==> src/verilog/dbc_params.svh <==
// Constants of the DRAM bank controller: offsets, counts and phase points.
// Assumes a 200 MHz clock and a refresh timer stepped at the 25 MHz bus rate.
`ifndef DBC_PARAMS_SVH
`define DBC_PARAMS_SVH

// ----------------------------------------------------------------------------
// Clock and refresh timing
// ----------------------------------------------------------------------------
`define DBC_CLOCK_MHZ      200
`define DBC_TICK_MHZ       25
`define DBC_TICK_DIV       (`DBC_CLOCK_MHZ / `DBC_TICK_MHZ)
`define DBC_REF_PERIOD_NS  9600
`define DBC_REF_LOAD       8'h0f
`define DBC_REF_TOP        8'hff
`define DBC_TRAS_MAX_NS    10000
`define DBC_TRAS_MAX_CYC   ((`DBC_TRAS_MAX_NS * `DBC_CLOCK_MHZ + 999) / 1000)

// ----------------------------------------------------------------------------
// Address decoding
// ----------------------------------------------------------------------------
`define DBC_SPACE_BIT      22
`define DBC_BANK_HI        21
`define DBC_BANK_LO        20

// ----------------------------------------------------------------------------
// Sequencer phase points (values of the four-bit counter)
// ----------------------------------------------------------------------------
`define DBC_T_RAS          4'h1
`define DBC_T_COL          4'h2
`define DBC_T_CAS          4'h3
`define DBC_T_ACK          4'h4
`define DBC_T_END          4'h5
`define DBC_T_BLK_END      4'ha
`define DBC_T_PRE          4'h2
`define DBC_T_REF_RAS      4'h1
`define DBC_T_REF_END      4'h5
`define DBC_T_PG_CAS       4'h1
`define DBC_T_PG_END       4'h2

`endif

==> src/verilog/dbc_pkg.sv <==
// Types shared by the DRAM bank controller.
// Assumes the constants of dbc_params.svh are included where numbers are needed.
package dbc_pkg;

  // --------------------------------------------------------------------------
  // Sequencer states, one-hot
  // --------------------------------------------------------------------------
  typedef enum logic [8:0] {
    DBC_RESET    = 9'h001,
    DBC_IDLE     = 9'h002,
    DBC_REFRESH  = 9'h004,
    DBC_RD_SGL   = 9'h008,
    DBC_RD_BLK   = 9'h010,
    DBC_WR_SGL   = 9'h020,
    DBC_WR_PAGE  = 9'h040,
    DBC_IDLE_RAS = 9'h080,
    DBC_PRECHG   = 9'h100
  } dbc_state_e;

  typedef logic [3:0] dbc_cnt_t;

endpackage

==> src/verilog/dbc_ctrl.sv <==
// DRAM bank controller: decode, bank select, strobes, byte writes, refresh.
// Assumes a latched address, active-low bus strobes synchronous to clock,
// and external row/column multiplexers and latching data transceivers.
//
// Function
// DRAM access only when address bit 22 low
// Bits 21:20 choose one of four banks
// Read low alone reads, write low alone writes
// Each bank has own row and column strobe
// DRAM occupies lowest 4MB, bits 21..0
// Writes enable only the marked byte lanes
// Lane enables combine byte enables with write
// Refresh request raised every 9.6 microseconds
// Row strobe never held low past 10us
// Four-bit counter sequences all DRAM timing
// Nine major states, chosen by transfer type
// Reset clears and aligns the state machine
// Reset state performs exactly one refresh
// Idle arbitrates refresh against bus access
// Access starts on strobe with bit 22 low
// Refresh need seen from timer pulse
// Block read, single read, single write, page write
// After writes, idle with row strobe held
// Near write completes as page access
// Leaving row-held idle precharges the row first
// Data transceivers keep DRAM and processor apart
// Outside mux forms row and column address
// Timer loads 0x0f, pulses at 0xff
// Address stable one cycle before strobes
// Refresh arriving mid-access stays pending
`timescale 1ns/1ps

`include "dbc_params.svh"

module dbc_ctrl
  import dbc_pkg::*;
#(
  parameter int TICK_DIV = `DBC_TICK_DIV
) (
  input  wire logic        clock,
  input  wire logic        rst,
  input  wire logic [22:0] addr,
  input  wire logic        rd_n,
  input  wire logic        wr_n,
  input  wire logic [3:0]  be_n,
  input  wire logic        block_req,
  input  wire logic        wr_near,
  output logic      [3:0]  ras_n_reg,
  output logic      [3:0]  cas_n_reg,
  output logic      [3:0]  wb_n_reg,
  output logic             dram_wr_n_reg,
  output logic             addr_col_reg,
  output logic             latch_en_reg,
  output logic             xcv_to_cpu_reg,
  output logic             ack_reg,
  output logic             rd_word_reg,
  output logic      [1:0]  blk_word_reg,
  output logic             reset_cycle_active_reg,
  output logic             ref_ack_reg
);

  localparam int PW = $clog2(TICK_DIV);
  function automatic logic [3:0] bank_dec(input logic [1:0] b);
    return 4'h1 << b;
  endfunction

  // --------------------------------------------------------------------------
  // Request decoding
  // --------------------------------------------------------------------------
  dbc_state_e st_reg, st_next;
  dbc_cnt_t   cnt_reg, cnt_next;
  logic [1:0] bank_reg, bank_next;
  logic [3:0] ras_next, cas_next;
  logic       col_next, wr_next, le_next, dir_next, ack_next, rdw_next;
  logic       rip_next, refack_next;
  logic       done_reg, ref_pend_reg, ref_pulse_reg;
  logic [PW-1:0] pre_reg;
  logic [7:0] tmr_reg;

  // space check
  wire in_space = ~addr[`DBC_SPACE_BIT];
  // strobe decode
  wire req_rd = ~rd_n & wr_n & in_space & ~done_reg;
  wire req_wr = ~wr_n & rd_n & in_space & ~done_reg;
  // bank field
  wire [1:0] addr_bank = addr[`DBC_BANK_HI:`DBC_BANK_LO];
  wire near_hit = req_wr & wr_near & (addr_bank == bank_reg);
  wire is_ref = (st_reg == DBC_RESET) | (st_reg == DBC_REFRESH);
  wire tick = (pre_reg == PW'(TICK_DIV - 1));
  wire ref_start = refack_next;

  // --------------------------------------------------------------------------
  // Sequencer
  // --------------------------------------------------------------------------
  always_comb begin
    st_next = st_reg;
    cnt_next = cnt_reg + 4'h1;
    bank_next = bank_reg;
    ras_next = 4'hf;
    cas_next = 4'hf;
    col_next = 1'b0;
    wr_next = 1'b1;
    le_next = 1'b0;
    dir_next = 1'b0;
    ack_next = 1'b0;
    rdw_next = 1'b0;
    rip_next = 1'b0;
    refack_next = 1'b0;
    case (st_reg)
      // one refresh during reset
      DBC_RESET, DBC_REFRESH: begin
        rip_next = (st_reg == DBC_RESET);
        cas_next = 4'h0;
        ras_next = (cnt_reg >= `DBC_T_REF_RAS) ? 4'h0 : 4'hf;
        if (cnt_reg == `DBC_T_REF_END) begin
          ras_next = 4'hf;
          cas_next = 4'hf;
          rip_next = 1'b0;
          refack_next = 1'b1;
          st_next = DBC_IDLE;
          cnt_next = 4'h0;
        end
      end
      // refresh wins arbitration
      DBC_IDLE: begin
        cnt_next = 4'h0;
        bank_next = addr_bank;
        if (ref_pend_reg) begin
          st_next = DBC_REFRESH;
        end else if (req_rd) begin
          st_next = block_req ? DBC_RD_BLK : DBC_RD_SGL;
        end else if (req_wr) begin
          st_next = DBC_WR_SGL;
        end
      end
      // single read, single write, block refill
      DBC_RD_SGL, DBC_WR_SGL, DBC_RD_BLK: begin
        // row address holds a cycle before RAS
        ras_next = (cnt_reg >= `DBC_T_RAS) ? ~bank_dec(bank_reg) : 4'hf;
        // column select a cycle before CAS
        if (cnt_reg >= `DBC_T_COL) begin
          col_next = 1'b1;
          wr_next = (st_reg != DBC_WR_SGL);
        end
        // transceivers face the processor only on reads
        dir_next = (st_reg != DBC_WR_SGL);
        if (st_reg == DBC_RD_BLK) begin
          cas_next = (cnt_reg >= `DBC_T_CAS && cnt_reg < `DBC_T_BLK_END && cnt_reg[0]) ? ~bank_dec(bank_reg) : 4'hf;
          le_next = (cnt_reg >= `DBC_T_ACK) && !cnt_reg[0];
          rdw_next = le_next;
          if (cnt_reg == `DBC_T_BLK_END) begin
            ack_next = 1'b1;
            st_next = DBC_PRECHG;
            cnt_next = 4'h0;
          end
        end else begin
          cas_next = (cnt_reg >= `DBC_T_CAS && cnt_reg < `DBC_T_END) ? ~bank_dec(bank_reg) : 4'hf;
          ack_next = (cnt_reg == `DBC_T_ACK);
          le_next = ack_next && (st_reg == DBC_RD_SGL);
          rdw_next = le_next;
          // writes leave the row open
          if (cnt_reg == `DBC_T_END) begin
            st_next = (st_reg == DBC_WR_SGL) ? DBC_IDLE_RAS : DBC_PRECHG;
            cnt_next = 4'h0;
          end
        end
      end
      // row held, columns released
      DBC_IDLE_RAS: begin
        ras_next = ~bank_dec(bank_reg);
        col_next = 1'b1;
        cnt_next = 4'h0;
        // pending refresh closes the row in time
        if (ref_pend_reg || req_rd || (req_wr && !near_hit)) begin
          st_next = DBC_PRECHG;
        end else if (near_hit) begin
          st_next = DBC_WR_PAGE;
        end
      end
      // near write without reopening the row
      DBC_WR_PAGE: begin
        ras_next = ~bank_dec(bank_reg);
        col_next = 1'b1;
        wr_next = (cnt_reg == `DBC_T_PG_END);
        cas_next = (cnt_reg >= `DBC_T_PG_CAS && cnt_reg < `DBC_T_PG_END) ? ~bank_dec(bank_reg) : 4'hf;
        if (cnt_reg == `DBC_T_PG_END) begin
          ack_next = 1'b1;
          st_next = DBC_IDLE_RAS;
          cnt_next = 4'h0;
        end
      end
      // precharge before any other transaction
      DBC_PRECHG: begin
        if (cnt_reg == `DBC_T_PRE) begin
          st_next = DBC_IDLE;
          cnt_next = 4'h0;
        end
      end
      default: begin
        st_next = DBC_RESET;
        cnt_next = 4'h0;
      end
    endcase
  end

  // reset aligns the sequencer
  // four-bit counter and nine-state register
  always_ff @(posedge clock) begin
    if (rst) begin
      st_reg <= DBC_RESET;
      cnt_reg <= 4'h0;
      bank_reg <= 2'h0;
    end else begin
      st_reg <= st_next;
      cnt_reg <= cnt_next;
      bank_reg <= bank_next;
    end
  end

  // --------------------------------------------------------------------------
  // Registered strobes and responses
  // --------------------------------------------------------------------------
  // per-bank strobes
  // lane enables follow byte enables only while writing
  always_ff @(posedge clock) begin
    if (rst) begin
      ras_n_reg <= 4'hf;
      cas_n_reg <= 4'hf;
      wb_n_reg <= 4'hf;
      dram_wr_n_reg <= 1'b1;
      addr_col_reg <= 1'b0;
      latch_en_reg <= 1'b0;
      xcv_to_cpu_reg <= 1'b0;
      ack_reg <= 1'b0;
      rd_word_reg <= 1'b0;
      reset_cycle_active_reg <= 1'b1;
      ref_ack_reg <= 1'b0;
    end else begin
      ras_n_reg <= ras_next;
      cas_n_reg <= cas_next;
      wb_n_reg <= be_n | {4{wr_next}};
      dram_wr_n_reg <= wr_next;
      addr_col_reg <= col_next;
      latch_en_reg <= le_next;
      xcv_to_cpu_reg <= dir_next;
      ack_reg <= ack_next;
      rd_word_reg <= rdw_next;
      reset_cycle_active_reg <= rip_next;
      ref_ack_reg <= refack_next;
    end
  end

  // A finished access must not restart while the processor still holds its
  // strobe, so requests wait until both strobes have gone high.
  always_ff @(posedge clock) begin
    if (rst) begin
      done_reg <= 1'b0;
      blk_word_reg <= 2'h0;
    end else begin
      done_reg <= ack_next | (done_reg & ~(rd_n & wr_n));
      blk_word_reg <= (st_reg == DBC_IDLE) ? 2'h0 : blk_word_reg + {1'b0, rd_word_reg};
    end
  end

  // --------------------------------------------------------------------------
  // Refresh timer
  // --------------------------------------------------------------------------
  // timer steps at bus rate, reloads at top
  // pulse sets pending, set beats clear
  always_ff @(posedge clock) begin
    if (rst) begin
      pre_reg <= '0;
      tmr_reg <= `DBC_REF_LOAD;
      ref_pulse_reg <= 1'b0;
      ref_pend_reg <= 1'b0;
    end else begin
      pre_reg <= tick ? '0 : pre_reg + PW'(1);
      ref_pulse_reg <= tick & (tmr_reg == `DBC_REF_TOP);
      ref_pend_reg <= ref_pulse_reg | (ref_pend_reg & ~ref_start);
      if (ref_start || (tick && tmr_reg == `DBC_REF_TOP)) begin
        tmr_reg <= `DBC_REF_LOAD;
      end else if (tick) begin
        tmr_reg <= tmr_reg + 8'h01;
      end
    end
  end

  // --------------------------------------------------------------------------
  // Checks
  // --------------------------------------------------------------------------
  logic [11:0] row_age_reg;
  always_ff @(posedge clock) begin
    if (rst || ras_n_reg == 4'hf) begin
      row_age_reg <= 12'h000;
    end else begin
      row_age_reg <= row_age_reg + 12'h001;
    end
  end
endmodule

==> config.mk <==
export PLATFORM = sky130hd
export DESIGN_NAME = dbc_ctrl
export DESIGN_NICKNAME = d
export VERILOG_FILES = /design/src/verilog/dbc_pkg.sv /design/src/verilog/dbc_ctrl.sv
export VERILOG_INCLUDE_DIRS = /design/src /design/src/verilog
export SDC_FILE = /design/constraint.sdc
export NUM_CORES = 1
export LEC_CHECK = 0
export ABC_CLOCK_PERIOD_IN_PS = 3400
export BUFFER_PORTS_ARGS = -buffer_cell sky130_fd_sc_hd__clkbuf_2
export CORE_ASPECT_RATIO = 0.8
export CORE_MARGIN = 2
export CORE_UTILIZATION = 40
export DETAILED_ROUTE_END_ITERATION = 8
export GPL_TIMING_DRIVEN = 0
export PLACE_DENSITY = 0.73
export SYNTH_ARGS = -nofsm -noshare
export SYNTH_HDL_FRONTEND = slang
export SYNTH_SLANG_ARGS = --single-unit
==> constraint.sdc <==
create_clock -name clock -period 3.4 [get_ports clock]
set_clock_uncertainty 0.15 [all_clocks]
set_input_delay 0.68 -clock clock [delete_from_list [all_inputs] [get_ports clock]]
set_output_delay 0.68 -clock clock [all_outputs]
set_load 0.005 [all_outputs]
Word-level counts from Yosys, hierarchy flattened
Index checks and enable logic that the tools add are counted.
{ "word_totals": {"inputBits": 33, "output_inout_bits": 22, "elab_cells": 142, "ff_bits": 50} }
{ "classes": {"bitwise": 23, "n_shift": 1, "magnitude_cmp": 7, "reduce_logical": 22, "eq_ne": 24, "n_addsub": 4, "n_mux": 42} }
{ "ops": {"columns": ["cell", "n"], "rows": [
  ["9-bit 2-to-1 mux", 12],
  ["9-bit case mux with 6 select lines", 1],
  ["4-bit 2-to-1 mux", 12],
  ["4-bit case mux with 3 select lines", 3],
  ["2-bit OR reduction", 7],
  ["1-bit bitwise AND", 12],
  ["1-bit 2-to-1 mux", 10],
  ["9-bit by 1-bit == test with 1-bit output (second input constant)", 1],
  ["9-bit by 2-bit == test with 1-bit output (second input constant)", 1],
  ["9-bit by 3-bit == test with 1-bit output (second input constant)", 1],
  ["9-bit by 4-bit == test with 1-bit output (second input constant)", 1],
  ["9-bit by 5-bit == test with 1-bit output (second input constant)", 1],
  ["9-bit by 6-bit == test with 1-bit output (second input constant)", 1],
  ["9-bit by 7-bit == test with 1-bit output (second input constant)", 1],
  ["9-bit by 8-bit == test with 1-bit output (second input constant)", 1],
  ["9-bit == test (second input constant)", 1],
  ["3-bit != test (second input constant)", 3],
  ["9-bit by 6-bit != test with 1-bit output (second input constant)", 1],
  ["8-bit by 1-bit adder with 8-bit output (second input constant)", 1],
  ["4-bit by 3-bit == test with 1-bit output (second input constant)", 2],
  ["8-bit == test (second input constant)", 1],
  ["4-bit by 2-bit greater-or-equal comparator with 1-bit output (second input constant)", 2],
  ["1-bit logical AND", 8],
  ["1-bit NOT", 7],
  ["other kinds (24)", 32]
]} }

Logic depth before layout (Yosys ltp)
Gate-level depths: netlist of run 1.
{ "logic_depth": {"ltp_word": 11, "mapped_depth": 8, "depth_no_buf": 8} }

Worst setup path after synthesis of run 1
No wires, ideal clock.
{ "synth_path": {"path_kind": "register to register", "start": "reg st_reg[4]", "end": "reg st_reg[1]", "path_slack_ns": 0.823, "synth_period_minus_slack_ns": 2.577, "path_buffers": 2, "t_arrival_ns": 2.300, "required_time_ns": 3.122, "path_stages_with_launch": 9, "setup_time_ns": 0.128, "path_cell_list": "dfxtp_1 buf_6 or4_4 or4b_1 buf_2 a211o_4 nand3_4 mux2i_1 nor2_1"} }
{ "synth_via": {"elab_chain_len": 4, "word_cells_on_any_way": 21, "classes_between": "eq/ne: 16; mux: 2; reduce/logical: 3"} }
{ "synth_rtl": {"columns": ["item", "line", "source"], "rows": [
  ["start: declaration", "dbc_ctrl.sv:70", "dbc_state_e st_reg, st_next;"],
  ["start signal: assignment", "dbc_ctrl.sv:214", "st_reg <= st_next;"],
  ["9-bit by 5-bit == test with 1-bit output, or another cell as far along", "dbc_ctrl.sv:109, dbc_ctrl.sv:147", null],
  ["3-bit OR reduction or 2-bit OR reduction (tied branches)", "dbc_ctrl.sv:109", "case (st_reg)"],
  ["3-bit != test (no line) or 2-bit != test (tied branches)", null, null],
  ["7-bit AND reduction (no line)", null, null]
]} }
Parallel ways exist; a longest one is shown, timed or not.
A chain may end at the register's enable or synchronous reset.

Worst setup path after layout of run 1
{ "layout_path": {"start": "reg st_reg[6]", "end": "reg st_reg[1]"} }
Same word-level chain as after synthesis.

==> results of run 1 <==
==> worst max-delay path, delay by kind of cell, from the launching register on <==
family,cells,cell delay [ns]
AND/OR/NAND/NOR,4,1.60
buffers and inverters,1,0.18
multiplexers,1,0.20
AO/OA/AOI/OAI,1,0.21
flip-flops,1,0.32
==> cells in the final DEF (no fill, tap or decap), drive strengths merged, types with 5 or more instances in the layout <==
cell type  count
dfxtp         50
clkbuf        48
nor2          27
nand2         25
o21ai         14
nand3         12
nor3          10
buf           10
xnor2          9
xor2           9
a21oi          9
ha             8
mux2i          6
or2            6
and3           6
inv            5
nand2b         5
==> through the flow <==
step                total power, mW  hold slack [ns]
global placement              1.067           0.2668
detailed placement            1.072           0.2826
floorplan                    0.9449           0.2543
finish                        1.490           0.2888
global route                  1.575           0.3085
CTS                           1.495           0.2962
==> layer usage <==
metal | vias up | routed length (µm)
met4 | 0 | 69
met5 | - | 0
li1 | 1054 | -
met2 | 62 | 2308
met1 | 997 | 2768
met3 | 8 | 339
==> final cells by class <==
| class | instances | area (µm²) | area share, % |
|---|---|---|---|
| Sequential cell | 50 | 1001 | 35.67 |
| Clock buffer | 6 | 72.57 | 2.586 |
| Multi-Input combinational cell | 202 | 1310 | 46.68 |
| Tap cell | 81 | 101.3 | 3.611 |
| Buffer | 18 | 95.09 | 3.388 |
| Timing Repair Buffer | 34 | 170.2 | 6.063 |
| Inverter | 5 | 18.77 | 0.6687 |
| Clock inverter | 2 | 37.54 | 1.337 |
==> synthesized netlist by cell type, drive strengths merged, types with 6 or more instances <==
library cell and n:
nand3 12, o21ai 14, a21oi 9, nand2 25, and3 6, mux2i 6, nor2 27, or2 6
ha 8, dfxtp 50, clkbuf 8, buf 10, nor3 10, xor2 9, xnor2 9
==> report_power, final <==
group	switching [mW]	leakage, nW	internal, mW
registers	0.0432	0.407	0.657
logic	0.214	0.697	0.152
clock network	0.203	0.0514	0.220
==> cells by family (layout without fill, tap and decap cells) <==
| group | Yosys count | after routing | synth area share, % |
|---|---|---|---|
| buffers and inverters | 23 | 65 | 4.696 |
| AND/OR/NAND/NOR | 125 | 125 | 28.59 |
| multiplexers | 6 | 6 | 2.477 |
| flip-flops | 50 | 50 | 41.28 |
| XOR/XNOR | 18 | 18 | 6.502 |
| adder cells (fa/ha/maj) | 8 | 8 | 4.128 |
| AO/OA/AOI/OAI | 45 | 45 | 12.33 |
==> final timing paths <==
kind	startpoint	end	cells past startpoint
min	pre_reg[0]$_SDFF_PP0_	pre_reg[0]$_SDFF_PP0_	1
max reg2reg	st_reg[6]$_SDFFE_PP0P_	st_reg[1]$_SDFFE_PP0P_	7
max	st_reg[6]$_SDFFE_PP0P_	st_reg[1]$_SDFFE_PP0P_	7
min reg2reg	pre_reg[0]$_SDFF_PP0_	pre_reg[0]$_SDFF_PP0_	1
==> impl_metrics.yaml, run 1 <==
setup_path:
  required_ns: 3.44
  path_cells: "buf_2 -> or4b_2 -> nor4b_1 -> a221oi_1 -> nand3_4 -> mux2i_1 -> nor2_1"
  reg2reg_slack_ns: 0.61
  slowest_delay_ns: 0.70
  cp-start-kind: "register"
  cp-end-kind: "register"
  critPathMaxFanout: 10
  critical_path_class: "register to register"
  slowest_stage: "or4b_2"
  worstPathArrival_ns: 2.83
grt:
  grt_usage_pct: 17.37
  busiest_layer: "met2"
  grt_pass1_wl_mm: 9.225
  gr-total-overflow: 0
  use_met2_pct: 26.09
  grtUsageMet3_pct: 4.103
  grt_max_degree: 16
  grt_pass1_vias: 1981
  grt_util_met1_pct: 24.76
  grt_antenna_before_repair: 0
routing:
  viasPerCell: 5.329
  routed_wl_mm: 5.484
  first_iter_violations: 152
  wire_per_inst_um: 13.78
  drcViolationCount: 0
  dr_total_vias: 2121
  detail-route-antenna-nets: 0
  first_pass_iters: 6
clocking:
  cts_tree: "yes"
  worst_skew_pair.late_latency_ns: 0.31
  htreeDepth: 2
  ctsHoldBuffers: 0
  cts_resized: 0
  root_buffer: "clkbuf_8"
  clk_pin_slew_ns: 0.10
  clkSinkCount: 50
  cts_buffers: 5
  cts_setup_buffers: 0
  cts_buffer_depth: 2
power:
  power.density_nw_per_um2: 531.0
  p_leak_nw: 1.155
  vdd_drop_max_mv: 0.3881
timing:
  rsz0062_at_grt: "no"
  maxSlewHeadroom_pct: 41.74
  max_freq_mhz: 358.2
  worst_slew_pin_slew_ns: 0.8659
  setup-violations-final: 0
  setup_ws_ns: 0.6084
  period_minus_slack_ns: 2.792
  post-route-period-util_pct: 82.11
  final.setup.tns_ns: 0
  maxSlewViolCount: 0
  hold_viol_final: 0
layout:
  largest_reg_flops: 9
  postLayoutCellArea_um2: 2806
  drive_gt1_share_pct: 20.50
  utilization_pct: 47.72
  num_antenna_cells: 0
  nNetsFinal: 357
  fill_cells: 590
  stdcell_count: 398
  areaGrowthSynthToFinish_pct: 15.74
synthesis:
  netlist.area_leader.share_pct: 41.28
  synth_ff_type: "dfxtp_1"
  yosys.area.top_type: "dfxtp_1"
  avgSynthCellArea_um2: 8.818
  syn_area_um2: 2425
  yosysWarningCount: 0
  synth_edf_count: 0
  syn_nets: 316
  yosysUniqueCellTypes: 50
  syn_inst: 275
  ys_seq_area_share_pct: 41.28
  synth-seq-cells: 50
  synth_area_leaders: "dfxtp_1 (41%), nor2_1 (4.2%), ha_1 (4.1%)"
  synthArstFlopShare_pct: 0
placed_design:
  finalWeightedCongestion: 0.9110
  dpl_cell_area_um2: 2696
  io_buffers: 34
  dp_slack_ns: 0.6480
  dp_cells: 390
  hpwl_mm: 4.021
floorplanning:
  row_count: 25
  die-area_um2: 6705
  initial_core_util_pct: 41.23
  die_w_um: 91.05
  die_height_um: 73.64
  ioPinCount: 55
  coreArea_um2: 5881
worst_hold_path:
  hp-class: "register to register"
run:
  drv_cap: 0
outcome:
  status: "finished, final reports clean"
Power figures use the tool's default switching activity.
==> inputs of run 2 (changes only) <==
--- a/config.mk
+++ b/config.mk
@@ -6,14 +6,14 @@
 export SDC_FILE = /design/constraint.sdc
 export NUM_CORES = 1
 export LEC_CHECK = 0
-export ABC_CLOCK_PERIOD_IN_PS = 3400
+export ABC_CLOCK_PERIOD_IN_PS = 2400
 export BUFFER_PORTS_ARGS = -buffer_cell sky130_fd_sc_hd__clkbuf_2
 export CORE_ASPECT_RATIO = 0.8
 export CORE_MARGIN = 2
 export CORE_UTILIZATION = 40
 export DETAILED_ROUTE_END_ITERATION = 8
 export GPL_TIMING_DRIVEN = 0
-export PLACE_DENSITY = 0.73
+export PLACE_DENSITY = 0.75
 export SYNTH_ARGS = -nofsm -noshare
 export SYNTH_HDL_FRONTEND = slang
 export SYNTH_SLANG_ARGS = --single-unit
==> constraint.sdc (replaced) <==
create_clock -name clock -period 2.4 [get_ports clock]
set_clock_uncertainty 0.15 [all_clocks]
set_input_delay 0.48 -clock clock [delete_from_list [all_inputs] [get_ports clock]]
set_output_delay 0.48 -clock clock [all_outputs]
set_load 0.005 [all_outputs]
==> impl_metrics.yaml, run 2 (same netlist as run 1, synthesis figures left out) <==
setup_path:
  critPathMaxFanout: 8
  worstPathArrival_ns: 2.57
  slowest_stage: "or4b_4"
  cp-end-kind: "register"
  critical_path_class: "register to register"
  path_cells: "or4_4 -> or4b_4 -> a211o_4 -> nand3_4 -> mux2i_1 -> nor2_1"
  required_ns: 2.44
  cp-start-kind: "register"
  slowest_delay_ns: 0.59
floorplanning:
  die-area_um2: 6705
  row_count: 25
  initial_core_util_pct: 41.23
  ioPinCount: 55
  die_height_um: 73.64
  die_w_um: 91.05
  coreArea_um2: 5881
grt:
  gr-total-overflow: 0
  grt_pass1_vias: 1926
  grt_usage_pct: 17.59
  grt_pass1_wl_mm: 9.439
  grt_max_degree: 17
  grt_antenna_before_repair: 0
timing:
  hold_slack_ns: 0.2017
  setup-violations-final: 10
  rsz0062_at_grt: "yes"
  final.setup.tns_ns: -0.8654
  setup_ws_ns: -0.1248
  worst_slew_pin_slew_ns: 0.7480
  post-route-period-util_pct: 105.2
  max_freq_mhz: 396.1
  maxSlewViolCount: 0
  period_minus_slack_ns: 2.525
  maxSlewHeadroom_pct: 49.43
  hold_viol_final: 0
layout:
  areaGrowthSynthToFinish_pct: 23.74
  final_cell_mix: "dfxtp_1 (46), clkbuf_2 (34), nor2_1 (26)"
  drive_gt1_share_pct: 31.60
  fill_cells: 564
  multi_input_area_um2: 1439
  nNetsFinal: 366
  num_antenna_cells: 0
  largest_reg_flops: 9
  stdcell_count: 407
  final_common_cell: "dfxtp_1"
  utilization_pct: 51.02
  postLayoutCellArea_um2: 3000
  seqCellArea_um2: 1011
routing:
  first_iter_violations: 131
  drcViolationCount: 0
  viasPerCell: 5.364
  first_pass_iters: 5
  dr_total_vias: 2183
  wire_per_inst_um: 14.46
  routed_wl_mm: 5.885
  detail-route-antenna-nets: 0
clocking:
  htreeDepth: 2
  root_buffer: "clkbuf_8"
  cts_tree: "yes"
  ctsHoldBuffers: 0
  clkSinkCount: 50
  cts_buffers: 5
  worst_skew_pair.late_latency_ns: 0.31
  clk_pin_slew_ns: 0.09
  cts_buffer_depth: 2
power:
  p_leak_nw: 1.231
  vdd_drop_max_mv: 0.4109
  power.density_nw_per_um2: 703.5
run:
  drv_cap: 0
worst_hold_path:
  hp-class: "primary input to register"
placed_design:
  finalWeightedCongestion: 0.9401
  io_buffers: 34
  dpl_cell_area_um2: 2709
  hpwl_mm: 4.000
  dp_cells: 390
outcome:
  failed_checks: "negative setup slack"
  status: "finished, violations left"
[run 2: changes by cell type in the layout (fill, tap and decap cells not counted), moves of 3 or more]
cell	delta
buf_2	-3
buf_4	+16
clkbuf_1	-3
dfxtp_1	-4
nor4b_1	-3
nor4b_2	+3
[run 2: worst max-delay path, delay by kind of cell (launching register included)]
kind	cells	cell delay (ns)
simple gates	4	1.32
mux	1	0.21
compound gates	1	0.37
flops	1	0.36
[run 2: what timing repair did]
| action | CTS | global route |
|---|---|---|
| setup endpoints to repair | 36 | 26 |
| gates resized for setup | 17 | 19 |
| pin swaps | 8 | 13 |
| setup buffers | 7 | 9 |
| cloned | 0 | 0 |
[run 2: final timing paths]
kind | startpoint | to | slack [ns] | cells after the start
min reg2reg | ref_pulse_reg$_SDFF_PP0_ | ref_pend_reg$_SDFF_PP0_ | 0.30 | 2
max | st_reg[4]$_SDFFE_PP0P_ | st_reg[8]$_SDFFE_PP0P_ | -0.12 | 6
min | rst | ack_reg$_SDFF_PP0_ | 0.20 | 2
max reg2reg | st_reg[4]$_SDFFE_PP0P_ | st_reg[8]$_SDFFE_PP0P_ | -0.12 | 6
[run 2: metal layers]
layer / track usage, % / vias up / share of wire [%]
li1: - / 1066 / -
met1: 24.02 / 1045 / 48
met2: 28.07 / 61 / 44
met3: 3.385 / 11 / 6.3
met4: 6.397 / 0 / 1.5
met5: 0 / - / 0
[run 2: cell type report]
| class | instances | area share [%] |
|---|---|---|
| Sequential cell | 50 | 33.69 |
| Clock inverter | 3 | 0.7089 |
| Inverter | 5 | 0.6255 |
| Timing Repair Buffer | 49 | 9.425 |
| Clock buffer | 5 | 2.294 |
| Multi-Input combinational cell | 202 | 47.96 |
| Tap cell | 81 | 3.378 |
| Buffer | 12 | 1.918 |
[run 2: through the flow]
stage | worst slack, ns | power, mW
finish | -0.1248 | 2.111
floorplan | -0.1479 | 1.343
detailed placement | -0.3945 | 1.525
CTS | -0.2320 | 2.059
global route | -0.1777 | 2.225
global placement | -0.4443 | 1.512
[run 2: power breakdown]
part	internal (mW)	switching [mW]	leakage, nW	total (mW)
clock network	0.205	0.291	0.0441	0.496
registers	0.929	0.0769	0.410	1.01
logic	0.277	0.331	0.777	0.608
total	1.41	0.699	1.23	2.11
